===== src/core/pwm_front_pkg.sv =====
// Constants, types and shared functions of the PWM control front end
package pwm_front_pkg;

  localparam int ADDR_W = 3;
  localparam int DATA_W = 8;
  localparam int NCH    = 4;
  localparam int PRE_W  = 7;

  // Register offsets
  localparam logic [2:0] OFF_ENABLE   = 3'h0;
  localparam logic [2:0] OFF_POLARITY = 3'h1;
  localparam logic [2:0] OFF_CLK_SEL  = 3'h2;
  localparam logic [2:0] OFF_PRESCALE = 3'h3;
  localparam logic [2:0] OFF_CONTROL  = 3'h5;

  // Field positions
  localparam int CH_LSB      = 0;
  localparam int CH_MSB      = 3;
  localparam int DIV_A_LSB   = 0;
  localparam int DIV_A_MSB   = 2;
  localparam int DIV_B_LSB   = 4;
  localparam int DIV_B_MSB   = 6;
  localparam int JOIN_LO_BIT = 4;
  localparam int JOIN_HI_BIT = 5;

  // Writable bits of each register; the rest reads as zero
  localparam logic [7:0] MASK_CH       = 8'h0F;
  localparam logic [7:0] MASK_PRESCALE = 8'h77;
  localparam logic [7:0] MASK_CONTROL  = 8'h30;

  // Reset values
  localparam logic [7:0] RST_ENABLE   = 8'h00;
  localparam logic [7:0] RST_POLARITY = 8'h00;
  localparam logic [7:0] RST_CLK_SEL  = 8'h00;
  localparam logic [7:0] RST_PRESCALE = 8'h00;
  localparam logic [7:0] RST_CONTROL  = 8'h00;
  localparam logic [7:0] READ_ZERO    = 8'h00;
  localparam logic [PRE_W-1:0] PRE_ZERO = 7'h00;

  // Channel enable synchroniser states, Gray along off-armed-run
  typedef enum logic [1:0] {
    CH_OFF   = 2'h0,
    CH_ARMED = 2'h1,
    CH_RUN   = 2'h3
  } ch_state_e;

  // Tick of bus clock divided by 2**sel, taken from a free counter
  function automatic logic prescale_tick(
    input logic [PRE_W-1:0] cnt,
    input logic [2:0]       sel
  );
    logic [PRE_W-1:0] m;
    m = 7'h00;
    for (int b = 0; b < PRE_W; b++) begin
      if (b < int'(sel)) begin
        m[b] = 1'b1;
      end
    end
    return (cnt & m) == m;
  endfunction : prescale_tick

endpackage : pwm_front_pkg


===== src/core/pwm_front.sv =====
// Control front end of a four-channel 8-bit pulse-width modulator
module pwm_front (
  input  wire logic       core_clk,          // Bus clock, 100 MHz
  input  wire logic       nrst,              // Async reset, active low
  input  wire logic [2:0] addr,              // Register offset
  input  wire logic [7:0] wdata,             // Write data
  input  wire logic       wr,                // Write strobe
  input  wire logic       rd,                // Read strobe
  output logic      [7:0] rdata,             // Read data, cycle after rd
  input  wire logic       scaled_clock_a,    // Scaled clock A tick
  input  wire logic       scaled_clock_b,    // Scaled clock B tick
  input  wire logic [3:0] period_start,      // Period start per channel
  input  wire logic [3:0] duty_reached,      // Duty count reached
  output logic            clock_a_tick,      // Prescaled clock A tick
  output logic            clock_b_tick,      // Prescaled clock B tick
  output logic      [3:0] channel_tick,      // Selected source tick
  output logic      [3:0] channel_active,    // Enable synchronised
  output logic            prescaler_running, // Prescaler counting
  output logic            join_upper_pair,   // Channels 2 and 3 joined
  output logic            join_lower_pair,   // Channels 0 and 1 joined
  output logic      [3:0] pwm_out,           // Waveform pins
  output logic      [3:0] pwm_oe             // Pin output enables
);

  //////////////////////////////////////////////////////////////////////////
  // Helpers

  // Register hit for one offset, shared by the write decodes
  function automatic logic reg_hit(
    input logic [2:0] a,
    input logic [2:0] off
  );
    return a == off;
  endfunction : reg_hit

  // Scaled tick when the select bit is set, else the prescaled one
  function automatic logic pick_source(
    input logic sel,
    input logic scaled,
    input logic plain
  );
    return sel ? scaled : plain;
  endfunction : pick_source

  function automatic logic is_run(
    input pwm_front_pkg::ch_state_e s
  );
    return s == pwm_front_pkg::CH_RUN;
  endfunction : is_run

  // Polarity gives the start level, the duty phase flips it
  function automatic logic pin_level(
    input logic pol,
    input logic ph
  );
    return pol ^ ph;
  endfunction : pin_level

  //////////////////////////////////////////////////////////////////////////
  // Register storage

  logic [7:0] channel_enable_reg;
  logic [7:0] polarity_reg;
  logic [7:0] clock_select_reg;
  logic [7:0] prescale_select_reg;
  logic [7:0] control_reg;

  logic       wr_enable;
  logic       wr_polarity;
  logic       wr_clk_sel;
  logic       wr_prescale;
  logic       wr_control;

  assign wr_enable   = wr && reg_hit(addr, pwm_front_pkg::OFF_ENABLE);
  assign wr_polarity = wr && reg_hit(addr, pwm_front_pkg::OFF_POLARITY);
  assign wr_clk_sel  = wr && reg_hit(addr, pwm_front_pkg::OFF_CLK_SEL);
  assign wr_prescale = wr && reg_hit(addr, pwm_front_pkg::OFF_PRESCALE);
  assign wr_control  = wr && reg_hit(addr, pwm_front_pkg::OFF_CONTROL);

  always_ff @(posedge core_clk or negedge nrst) begin
    if (!nrst) begin
      channel_enable_reg <= pwm_front_pkg::RST_ENABLE;
    end else if (wr_enable) begin
      channel_enable_reg <= wdata & pwm_front_pkg::MASK_CH;
    end
  end

  // Taken straight away; the waveform logic tolerates a mid-period change
  always_ff @(posedge core_clk or negedge nrst) begin
    if (!nrst) begin
      polarity_reg <= pwm_front_pkg::RST_POLARITY;
    end else if (wr_polarity) begin
      polarity_reg <= wdata & pwm_front_pkg::MASK_CH;
    end
  end

  always_ff @(posedge core_clk or negedge nrst) begin
    if (!nrst) begin
      clock_select_reg <= pwm_front_pkg::RST_CLK_SEL;
    end else if (wr_clk_sel) begin
      clock_select_reg <= wdata & pwm_front_pkg::MASK_CH;
    end
  end

  always_ff @(posedge core_clk or negedge nrst) begin
    if (!nrst) begin
      prescale_select_reg <= pwm_front_pkg::RST_PRESCALE;
    end else if (wr_prescale) begin
      prescale_select_reg <= wdata & pwm_front_pkg::MASK_PRESCALE;
    end
  end

  always_ff @(posedge core_clk or negedge nrst) begin
    if (!nrst) begin
      control_reg <= pwm_front_pkg::RST_CONTROL;
    end else if (wr_control) begin
      control_reg <= wdata & pwm_front_pkg::MASK_CONTROL;
    end
  end

  //////////////////////////////////////////////////////////////////////////
  // Read port: data stand one cycle after the strobe, else zero

  logic [7:0] next_rdata;

  always_comb begin
    next_rdata = pwm_front_pkg::READ_ZERO;
    if (rd) begin
      unique case (addr)
        pwm_front_pkg::OFF_ENABLE: begin
          next_rdata = channel_enable_reg;
        end
        pwm_front_pkg::OFF_POLARITY: begin
          next_rdata = polarity_reg;
        end
        pwm_front_pkg::OFF_CLK_SEL: begin
          next_rdata = clock_select_reg;
        end
        pwm_front_pkg::OFF_PRESCALE: begin
          next_rdata = prescale_select_reg;
        end
        pwm_front_pkg::OFF_CONTROL: begin
          next_rdata = control_reg;
        end
        default: begin
          next_rdata = pwm_front_pkg::READ_ZERO;
        end
      endcase
    end
  end

  always_ff @(posedge core_clk or negedge nrst) begin
    if (!nrst) begin
      rdata <= pwm_front_pkg::READ_ZERO;
    end else begin
      rdata <= next_rdata;
    end
  end

  //////////////////////////////////////////////////////////////////////////
  // Pair joining and effective enables

  logic [3:0] eff_en;
  logic       join_hi;
  logic       join_lo;

  assign join_hi = control_reg[pwm_front_pkg::JOIN_HI_BIT];
  assign join_lo = control_reg[pwm_front_pkg::JOIN_LO_BIT];

  // A joined pair runs from the high-order channel's own bits
  assign eff_en[0] = channel_enable_reg[0] && !join_lo;
  assign eff_en[1] = channel_enable_reg[1];
  assign eff_en[2] = channel_enable_reg[2] && !join_hi;
  assign eff_en[3] = channel_enable_reg[3];

  always_ff @(posedge core_clk or negedge nrst) begin
    if (!nrst) begin
      join_upper_pair <= 1'b0;
      join_lower_pair <= 1'b0;
    end else begin
      join_upper_pair <= join_hi;
      join_lower_pair <= join_lo;
    end
  end

  //////////////////////////////////////////////////////////////////////////
  // Prescaler: gated by the raw enable bits, not the effective ones

  logic run_pre;
  logic tick_a;
  logic tick_b;

  assign run_pre = |channel_enable_reg[pwm_front_pkg::CH_MSB:
                                       pwm_front_pkg::CH_LSB];

  pwm_prescaler u_prescaler (
    .core_clk (core_clk),
    .nrst     (nrst),
    .run      (run_pre),
    .div_a    (prescale_select_reg[pwm_front_pkg::DIV_A_MSB:
                                   pwm_front_pkg::DIV_A_LSB]),
    .div_b    (prescale_select_reg[pwm_front_pkg::DIV_B_MSB:
                                   pwm_front_pkg::DIV_B_LSB]),
    .tick_a   (tick_a),
    .tick_b   (tick_b)
  );

  assign clock_a_tick = tick_a;
  assign clock_b_tick = tick_b;

  always_ff @(posedge core_clk or negedge nrst) begin
    if (!nrst) begin
      prescaler_running <= 1'b0;
    end else begin
      prescaler_running <= run_pre;
    end
  end

  //////////////////////////////////////////////////////////////////////////
  // Channel clock source select

  logic [3:0] src_tick;

  always_comb begin
    src_tick[0] = pick_source(clock_select_reg[0], scaled_clock_a,
                              tick_a);
    src_tick[1] = pick_source(clock_select_reg[1], scaled_clock_a,
                              tick_a);
    src_tick[2] = pick_source(clock_select_reg[2], scaled_clock_b,
                              tick_b);
    src_tick[3] = pick_source(clock_select_reg[3], scaled_clock_b,
                              tick_b);
  end

  //////////////////////////////////////////////////////////////////////////
  // Per-channel enable synchroniser and waveform

  pwm_front_pkg::ch_state_e ch_state [pwm_front_pkg::NCH];
  pwm_front_pkg::ch_state_e next_ch_state [pwm_front_pkg::NCH];
  logic [3:0]               phase;

  for (genvar i = 0; i < pwm_front_pkg::NCH; i++) begin : g_ch

    // Arm on enable, start only on the source's next tick
    always_comb begin
      next_ch_state[i] = ch_state[i];
      unique case (ch_state[i])
        pwm_front_pkg::CH_OFF: begin
          if (eff_en[i]) begin
            next_ch_state[i] = pwm_front_pkg::CH_ARMED;
          end
        end
        pwm_front_pkg::CH_ARMED: begin
          if (!eff_en[i]) begin
            next_ch_state[i] = pwm_front_pkg::CH_OFF;
          end else if (src_tick[i]) begin
            next_ch_state[i] = pwm_front_pkg::CH_RUN;
          end
        end
        pwm_front_pkg::CH_RUN: begin
          if (!eff_en[i]) begin
            next_ch_state[i] = pwm_front_pkg::CH_OFF;
          end
        end
        default: begin
          next_ch_state[i] = pwm_front_pkg::CH_OFF;
        end
      endcase
    end

    always_ff @(posedge core_clk or negedge nrst) begin
      if (!nrst) begin
        ch_state[i] <= pwm_front_pkg::CH_OFF;
      end else begin
        ch_state[i] <= next_ch_state[i];
      end
    end

    always_ff @(posedge core_clk or negedge nrst) begin
      if (!nrst) begin
        channel_active[i] <= 1'b0;
        channel_tick[i]   <= 1'b0;
      end else begin
        channel_active[i] <= is_run(next_ch_state[i]);
        channel_tick[i]   <= src_tick[i];
      end
    end

    // Phase 0 before the duty match, 1 after; duty wins a same-cycle clash.
    // The counters are not aligned at arm time, so the first period may
    // be short or long.
    always_ff @(posedge core_clk or negedge nrst) begin
      if (!nrst) begin
        phase[i] <= 1'b0;
      end else if (!is_run(ch_state[i])) begin
        phase[i] <= 1'b0;
      end else if (duty_reached[i]) begin
        phase[i] <= 1'b1;
      end else if (period_start[i]) begin
        phase[i] <= 1'b0;
      end
    end

    // Pin level is polarity xor phase, so a polarity write acts at once
    always_ff @(posedge core_clk or negedge nrst) begin
      if (!nrst) begin
        pwm_out[i] <= 1'b0;
        pwm_oe[i]  <= 1'b0;
      end else begin
        pwm_oe[i] <= eff_en[i];
        if (is_run(next_ch_state[i]) && is_run(ch_state[i])) begin
          pwm_out[i] <= pin_level(polarity_reg[i], phase[i]);
        end else if (is_run(next_ch_state[i])) begin
          pwm_out[i] <= pin_level(polarity_reg[i], 1'b0);
        end else begin
          pwm_out[i] <= 1'b0;
        end
      end
    end

  end : g_ch

endmodule : pwm_front


===== src/core/pwm_prescaler.sv =====
// Power-of-two prescaler that makes clock A and clock B ticks
module pwm_prescaler (
  input  wire logic       core_clk, // Bus clock
  input  wire logic       nrst,     // Asynchronous reset, active low
  input  wire logic       run,      // Counter runs while high
  input  wire logic [2:0] div_a,    // Clock A divider exponent
  input  wire logic [2:0] div_b,    // Clock B divider exponent
  output logic            tick_a,   // One-cycle clock A tick
  output logic            tick_b    // One-cycle clock B tick
);

  logic [pwm_front_pkg::PRE_W-1:0] cnt;

  // Counter is cleared while stopped so ticks restart from phase zero
  always_ff @(posedge core_clk or negedge nrst) begin
    if (!nrst) begin
      cnt <= pwm_front_pkg::PRE_ZERO;
    end else if (run) begin
      cnt <= cnt + 7'h01;
    end else begin
      cnt <= pwm_front_pkg::PRE_ZERO;
    end
  end

  always_ff @(posedge core_clk or negedge nrst) begin
    if (!nrst) begin
      tick_a <= 1'b0;
      tick_b <= 1'b0;
    end else begin
      tick_a <= run && pwm_front_pkg::prescale_tick(cnt, div_a);
      tick_b <= run && pwm_front_pkg::prescale_tick(cnt, div_b);
    end
  end

endmodule : pwm_prescaler


===== config.mk =====
export PLATFORM = sky130hd
export DESIGN_NAME = pwm_front
export DESIGN_NICKNAME = d
export VERILOG_FILES = /design/src/core/pwm_front_pkg.sv /design/src/core/pwm_front.sv /design/src/core/pwm_prescaler.sv
export SDC_FILE = /design/constraint.sdc
export NUM_CORES = 1
export LEC_CHECK = 0
export BUFFER_PORTS_ARGS = -buffer_cell sky130_fd_sc_hd__buf_2
export CORE_ASPECT_RATIO = 0.9
export CORE_UTILIZATION = 51
export CTS_BUF_LIST = sky130_fd_sc_hd__clkbuf_8
export CTS_CLUSTER_SIZE = 8
export DETAILED_ROUTE_END_ITERATION = 10
export PLACE_DENSITY = 0.78
export SLEW_MARGIN = 20
export SYNTH_ARGS = -nofsm -noshare
export SYNTH_HDL_FRONTEND = slang
export SYNTH_HIERARCHICAL = 1
export SYNTH_SLANG_ARGS = --single-unit

===== constraint.sdc =====
create_clock -name core_clk -period 1.3 [get_ports core_clk]
set_input_delay 0.065 -clock core_clk [delete_from_list [all_inputs] [get_ports core_clk]]
set_output_delay 0.065 -clock core_clk [all_outputs]
set_load 0.05 [all_outputs]

==> results of run 1 <==
-- kinds of logic (layout without fill, tap and decap cells) --
kind of cell               Yosys count  after routing  share of synthesized area (%)
AOI/OAI and AO/OA                   33             33                           7.77
xor gates and xnor gates             7              7                           2.21
adders and majority gates            1              1                          0.452
buffers and inverters               13             96                           2.44
DFF                                 67             67                           60.6
muxes                               28             28                           12.7
other                                1              1                          0.135
and+or+nand+nor                     62             63                           13.7
-- report_power, final --
part	internal [µW]	switching [µW]	leakage [µW]
clock	919	739	0.000103
combinational	680	1020	0.000769
sequential	2480	348	0.000856
-- worst max path at each step --
stage	from	endpoint	slack, ns	cells after the start
final	channel_enable_reg[3]	u_prescaler/tick_a	-0.02	3
after global routing	channel_enable_reg[3]	u_prescaler/tick_a	-0.06	3
after CTS	u_prescaler/cnt[1]	u_prescaler/cnt[6]	0.004	4
after detailed placement	u_prescaler/cnt[1]	u_prescaler/cnt[6]	0.02	4
after global placement	channel_enable_reg[1]	u_prescaler/tick_a	0.05	3
after floorplan	u_prescaler/tick_a	pwm_out[1]	0.04	3
-- timing repair --
item,CTS,global route
endpoints found under the setup margin,0,8
gates resized for setup,0,4
hold buffers,12,0
endpoints found under the hold margin,86,0
-- stage by stage --
| step | area (µm²) | util (%) | setup slack (ns) |
|---|---|---|---|
| floorplan | 2780 | - | 0.0434 |
| global placement | 3160 | 60.2 | 0.0475 |
| detailed placement | 3160 | 60.2 | 0.0175 |
| CTS | 3480 | 66.1 | 0.00448 |
| global route | 3500 | 66.6 | -0.0633 |
| finish | 3500 | 66.6 | -0.0221 |
-- Yosys cell counts (2+ instances only) --
library cell,count
sky130_fd_sc_hd__a21boi_0,5
sky130_fd_sc_hd__a21o_1,2
sky130_fd_sc_hd__a21oi_1,9
sky130_fd_sc_hd__a22oi_1,2
sky130_fd_sc_hd__and2_1,6
sky130_fd_sc_hd__buf_6,2
sky130_fd_sc_hd__dfrtp_1,67
sky130_fd_sc_hd__inv_1,10
sky130_fd_sc_hd__mux2_2,24
sky130_fd_sc_hd__mux4_2,2
sky130_fd_sc_hd__nand2_1,13
sky130_fd_sc_hd__nand3_1,7
sky130_fd_sc_hd__nand3b_1,3
sky130_fd_sc_hd__nor2_1,14
sky130_fd_sc_hd__nor2b_1,8
sky130_fd_sc_hd__nor3b_4,2
sky130_fd_sc_hd__o211a_1,4
sky130_fd_sc_hd__o21ai_0,8
sky130_fd_sc_hd__or3_1,2
sky130_fd_sc_hd__xnor2_1,4
sky130_fd_sc_hd__xor2_1,3
-- worst max-delay path, delay by kind of cell, from the launching register on --
family / cells / cell delay, ns
flip-flops: 1 / 0.42
AND/OR/NAND/NOR: 1 / 0.60
AO/OA/AOI/OAI: 2 / 0.18
-- cell type report --
type | count | area (µm²)
tap | 67 | 83.8
clock buffer | 10 | 138
fill | 396 | 1760
clock inverter | 6 | 56.3
sequential | 67 | 1680
multi-input combinational | 133 | 1050
inverter | 10 | 37.5
timing repair buffer | 70 | 453
-- per-layer routing --
metal,wire length (µm),global-route usage (%),vias to the layer above
li1,-,-,895
met1,2390,26.1,920
met2,2440,29.9,61
met3,282,6.04,13
met4,140,11.3,0
met5,0,0,-
-- layout by cell type (no fill, tap or decap), types with 2 or more instances in the layout --
master                           n
sky130_fd_sc_hd__mux2_2         24
sky130_fd_sc_hd__xor2_1          3
sky130_fd_sc_hd__dlygate4sd3_1  12
sky130_fd_sc_hd__clkbuf_8       10
sky130_fd_sc_hd__xnor2_1         4
sky130_fd_sc_hd__or3_1           2
sky130_fd_sc_hd__a21o_1          2
sky130_fd_sc_hd__clkinv_2        3
sky130_fd_sc_hd__or4_4           2
sky130_fd_sc_hd__buf_12          2
sky130_fd_sc_hd__nor2b_1         8
sky130_fd_sc_hd__mux4_2          2
sky130_fd_sc_hd__a21oi_1         9
sky130_fd_sc_hd__dfrtp_2         2
sky130_fd_sc_hd__a22oi_1         2
sky130_fd_sc_hd__buf_2          51
sky130_fd_sc_hd__and2_1          6
sky130_fd_sc_hd__nand3b_1        3
sky130_fd_sc_hd__inv_1          11
sky130_fd_sc_hd__nor2_1         14
sky130_fd_sc_hd__a21boi_1        2
sky130_fd_sc_hd__a21boi_0        4
sky130_fd_sc_hd__nand3_1         7
sky130_fd_sc_hd__nand2_1        13
sky130_fd_sc_hd__nor3b_4         2
sky130_fd_sc_hd__o21ai_0         8
sky130_fd_sc_hd__o211a_1         4
sky130_fd_sc_hd__dfrtp_1        65
sky130_fd_sc_hd__buf_4           5
==> impl_metrics.tcl, run 1 <==
set metrics [dict create \
    status "finished with violations" \
    failed_checks "setup timing" \
    largest_register "ch_state" \
    whs_path_depth 4 \
    cts_htree_levels 3 \
    clock_sinks 67 \
    initial_utilization_pct 52.7 \
    synth.avg_cell_area_um2 13.1 \
    n_antenna_cell 0 \
    routabilityCongestion 0.798 \
    first_global_vias 1790 \
    timing.reg2reg.worst_path_depth 3 \
    design.portCount 54 \
    clock.fmax_mhz 756 \
    clkLatencyLatePin_ns 0.34 \
    setup.worst_path.start_class "register" \
    setup.worst_path.class "register to register" \
    drt-total-wl_um 5260 \
    global_route_usage_sum_pct 20.0 \
    synth_flop_cell "sky130_fd_sc_hd__dfrtp_1" \
    cap_violations 0 \
    number_of_synthesized_flops_with_an_enable_pin 0 \
    finalMaxSlewViolations 0 \
    tritoncts "done" \
    worst_ep_required_time_ns 1.52 \
    worst_ir_drop_vdd_v 0.000822 \
    area_growth_syn_to_layout_pct 26.4 \
    post-place-cells 334 \
    total_power_uw 6200 \
    critical_path.max_stage_delay_ns 0.60 \
    die_area_mm2 0.00573 \
    leakage_uw 0.00173 \
    yosys_warnings 6 \
    r2r_setup_slack_ns -0.02 \
    pwr_density_cell_mw_per_mm2 1770 \
    critical_path.max_fanout 5 \
    setup_repair_after_global_routing_missed_its_margin "yes" \
    nNetsFinal 317 \
    finalWorstPathRequiredPeriod_ns 1.32 \
    crit-reg2reg-capture "u_prescaler/tick_a" \
    die_height_um 71.9 \
    final.period_utilization_pct 102 \
    maximum_number_of_pins_on_one_net_before_global_route_repair 68 \
    ctsLongestPathBuffers 2 \
    synth_top_area_cell "sky130_fd_sc_hd__dfrtp_1" \
    timing.hold.ws_ns 0.0219 \
    dpl.hpwl_um 3470 \
    min_from "period_start[3]" \
    synth_area_mm2 0.00277 \
    synth.top_cell.area_share_pct 60.6 \
    routed_via_count 1889 \
    finalSetupTns_ns -0.0221 \
    hold_violations 0 \
    layout_setup_ws_ns -0.0221 \
    wire_length_per_cell_after_detailed_routing_um 14.5 \
    critical_path_arrival_ns 1.54 \
    synth.distinct_cells 36 \
    ys_seq_elements 67 \
    vias_per_cell 5.20 \
    synth_nets 238 \
    finalSetupViolCount 1 \
    length_of_the_first_detailed_routing_pass_in_iterations 4 \
    largest_reg_flops 8 \
    r2r-start "channel_enable_reg[3]" \
    floorplan.rows 25 \
    yosysSeqAreaShare_pct 60.6 \
    finClkSkew_ns 0.00441 \
    main_area_contributors_after_synthesis "sky130_fd_sc_hd__dfrtp_1, sky130_fd_sc_hd__mux2_2, sky130_fd_sc_hd__nor2_1" \
    critical_path_slowest_stage_cell "sky130_fd_sc_hd__or4_4" \
    final_cell_count_no_fill 363 \
    die_width_um 79.7 \
    core_area_mm2 0.00526 \
    cts_setup_buffers 0 \
    clk_transition_reported_paths_ns 0.07 \
    overflow 0 \
    timing.hold.worst_endpoint "phase[3]" \
    setup.worst_path.end_class "register" \
    grt_first_pass_wirelength_um 8400 \
    numPortBuffers 51 \
    synth_async_sr_flop_share_pct 100 \
    antenna_violations_before_repair 0 \
    tritoncts.num_buffers 9 \
    worstPathCellList "or4_4 -> o211ai_1 -> a21oi_1" \
    holdCritPathClass "input port to register" \
    drt_drc_violations_left 0 \
    netlist_instances 212 \
    largest_registers "ch_state: 8 flops, rdata: 7 flops, u_prescaler/cnt: 7 flops" \
    detailedRoute.firstIterationViolations 65 \
    fraction_of_final_layout_cells_with_drive_strength_greater_than_1_pct 37.2 \
    root_buffer "sky130_fd_sc_hd__clkbuf_8" \
    count_of_antenna_violating_nets_left_after_detailed_routing 0 \
]
No activity file was read; power rests on OpenSTA's default activity.
==> run 2: changes to the inputs <==
--- a/config.mk
+++ b/config.mk
@@ -6,12 +6,14 @@
 export NUM_CORES = 1
 export LEC_CHECK = 0
 export BUFFER_PORTS_ARGS = -buffer_cell sky130_fd_sc_hd__buf_2
+export CELL_PAD_IN_SITES_DETAIL_PLACEMENT = 0
+export CELL_PAD_IN_SITES_GLOBAL_PLACEMENT = 1
 export CORE_ASPECT_RATIO = 0.9
-export CORE_UTILIZATION = 51
+export CORE_UTILIZATION = 41
 export CTS_BUF_LIST = sky130_fd_sc_hd__clkbuf_8
 export CTS_CLUSTER_SIZE = 8
 export DETAILED_ROUTE_END_ITERATION = 10
-export PLACE_DENSITY = 0.78
+export PLACE_DENSITY_LB_ADDON = 0.1
 export SLEW_MARGIN = 20
 export SYNTH_ARGS = -nofsm -noshare
 export SYNTH_HDL_FRONTEND = slang
==> run 2 against run 1 <==
- sequential power fell by 1%
- via count fell by 3.1%
- cell area rose by 1.2%
- the flow still finishes with violations (setup timing)
- non-clock buffer count rose by 7
- register-to-register slack improved by 0.02 ns
- largest power group unchanged
==> impl_metrics.tcl, run 2 (synthesis results as in run 1) <==
set metrics [dict create \
    status "finished with violations" \
    failed_checks "setup timing" \
    layout_commonest_cell "sky130_fd_sc_hd__dfrtp_1" \
    nNetsFinal 323 \
    finClkSkew_ns 0.00939 \
    holdCritPathClass "input port to register" \
    die_area_mm2 0.00709 \
    n_antenna_cell 0 \
    dpl.hpwl_um 3810 \
    timing.hold.ws_ns 0.0171 \
    drt-total-wl_um 5300 \
    detailedRoute.firstIterationViolations 119 \
    global_route_usage_sum_pct 17.1 \
    overflow 0 \
    grt_first_pass_wirelength_um 8760 \
    vias_per_cell 4.68 \
    setup.worst_path.start_class "register" \
    final_cell_count_no_fill 391 \
    post-place-cells 363 \
    whs_path_depth 2 \
    root_buffer "sky130_fd_sc_hd__clkbuf_8" \
    worst_ep_required_time_ns 1.51 \
    design.portCount 54 \
    min_from "scaled_clock_b" \
    die_width_um 88.6 \
    r2r_setup_slack_ns -0.003 \
    tritoncts.num_buffers 9 \
    fraction_of_final_layout_cells_with_drive_strength_greater_than_1_pct 37.5 \
    count_of_antenna_violating_nets_left_after_detailed_routing 0 \
    critical_path_slowest_stage_cell "sky130_fd_sc_hd__or4_4" \
    tritoncts "done" \
    pre_cts_ws_ns 0.0224 \
    setup.worst_path.class "register to register" \
    worst_ir_drop_vdd_v 0.000861 \
    finalSetupViolCount 1 \
    critical_path.max_fanout 10 \
    clkLatencyLatePin_ns 0.34 \
    crit-reg2reg-capture "u_prescaler/tick_a" \
    die_height_um 80.0 \
    ctsLongestPathBuffers 2 \
    antenna_violations_before_repair 0 \
    floorplan.rows 28 \
    timing.hold.worst_endpoint "channel_tick[3]" \
    critical-path-top-delay-family "simple AND/OR/NAND/NOR gates" \
    cap_violations 0 \
    setup_repair_after_global_routing_missed_its_margin "yes" \
    critical_path_arrival_ns 1.52 \
    final.period_utilization_pct 100 \
    largest_register "ch_state" \
    finalMaxSlewViolations 0 \
    routabilityCongestion 0.798 \
    worst-path-buf-inv 0 \
    r2r-start "channel_enable_reg[1]" \
    worstPathCellList "or4_4 -> o211ai_1 -> a21oi_1" \
    timing.reg2reg.worst_path_depth 3 \
    critical_path.max_stage_delay_ns 0.62 \
    largest_reg_flops 8 \
    wire_length_per_cell_after_detailed_routing_um 13.5 \
    setup.worst_path.end_class "register" \
    core_area_mm2 0.00655 \
    area_growth_syn_to_layout_pct 27.9 \
    numPortBuffers 51 \
    clock.fmax_mhz 767 \
    routed_via_count 1830 \
    clk_transition_reported_paths_ns 0.07 \
    hold_violations 0 \
    first_global_vias 1838 \
    clock_sinks 67 \
    finalWorstPathRequiredPeriod_ns 1.30 \
    layout_setup_ws_ns -0.00299 \
    length_of_the_first_detailed_routing_pass_in_iterations 4 \
    initial_utilization_pct 42.3 \
    layout_common_cells "sky130_fd_sc_hd__dfrtp_1, sky130_fd_sc_hd__buf_2, sky130_fd_sc_hd__mux2_2" \
    pwr_density_cell_mw_per_mm2 1720 \
    drt_drc_violations_left 0 \
    maximum_number_of_pins_on_one_net_before_global_route_repair 26 \
    cts_htree_levels 3 \
    largest_registers "ch_state: 8 flops, rdata: 7 flops, u_prescaler/cnt: 7 flops" \
    leakage_uw 0.00175 \
]
## run 2: changes by cell type in the layout (fill, tap and decap cells not counted), sizes merged
cell,before,now
buf,58,65
clkbuf,10,9
clkinv,3,2
clkinvlp,1,0
inv,11,13
or4,2,1
## run 2: timing repair
| action | in CTS | in global routing |
|---|---|---|
| hold buffers | 11 | 1 |
| hold endpoints to repair | 82 | 1 |
| setup endpoints to repair | 0 | 8 |
| gates resized for setup | 0 | 1 |
| buffers inserted | 0 | 1 |
## run 2: worst max-delay path by stage
stage	from	to	slack [ns]	depth (start not counted)
5_1_grt	channel_enable_reg[1]	u_prescaler/tick_a	-0.07	3
3_3_place_gp	channel_enable_reg[1]	u_prescaler/tick_a	0.03	3
4_1_cts	channel_enable_reg[1]	u_prescaler/tick_a	0.0004	3
3_5_place_dp	channel_enable_reg[1]	u_prescaler/tick_a	0.02	3
6_report	channel_enable_reg[1]	u_prescaler/tick_a	-0.003	3
2_1_floorplan	u_prescaler/tick_a	pwm_out[1]	0.04	3
## run 2: area by class of cell
type / count / area (µm²)
clock buffer: 9 / 124
clock inverter: 6 / 51.3
fill: 600 / 3010
inverter: 10 / 37.5
multi-input combinational: 132 / 1030
sequential: 67 / 1680
tap: 90 / 113
timing repair buffer: 77 / 505
## run 2: where the power goes
group	switching [µW]	leakage, µW	internal, µW
registers	305	0.000856	2480
logic	1020	0.000796	706
clock network	719	0.000103	847
## run 2: metal layers
layer | wire length [µm] | GRT usage (%) | up-vias
met5 | 0 | 0 | -
met4 | 58 | 5.81 | 0
met3 | 208 | 6.83 | 6
met2 | 2460 | 25.5 | 40
met1 | 2570 | 22.7 | 882
li1 | - | - | 902
## run 2: stage by stage
stage / total power [µW] / util (%) / area [µm²] / setup TNS [ns]
2_1_floorplan: 3970 / - / 2780 / 0
3_3_place_gp: 4500 / 49.4 / 3240 / 0
3_5_place_dp: 4520 / 49.4 / 3240 / 0
4_1_cts: 6140 / 53.7 / 3520 / 0
5_1_grt: 6450 / 54.0 / 3540 / -0.227
6_report: 6080 / 54.0 / 3540 / -0.00299
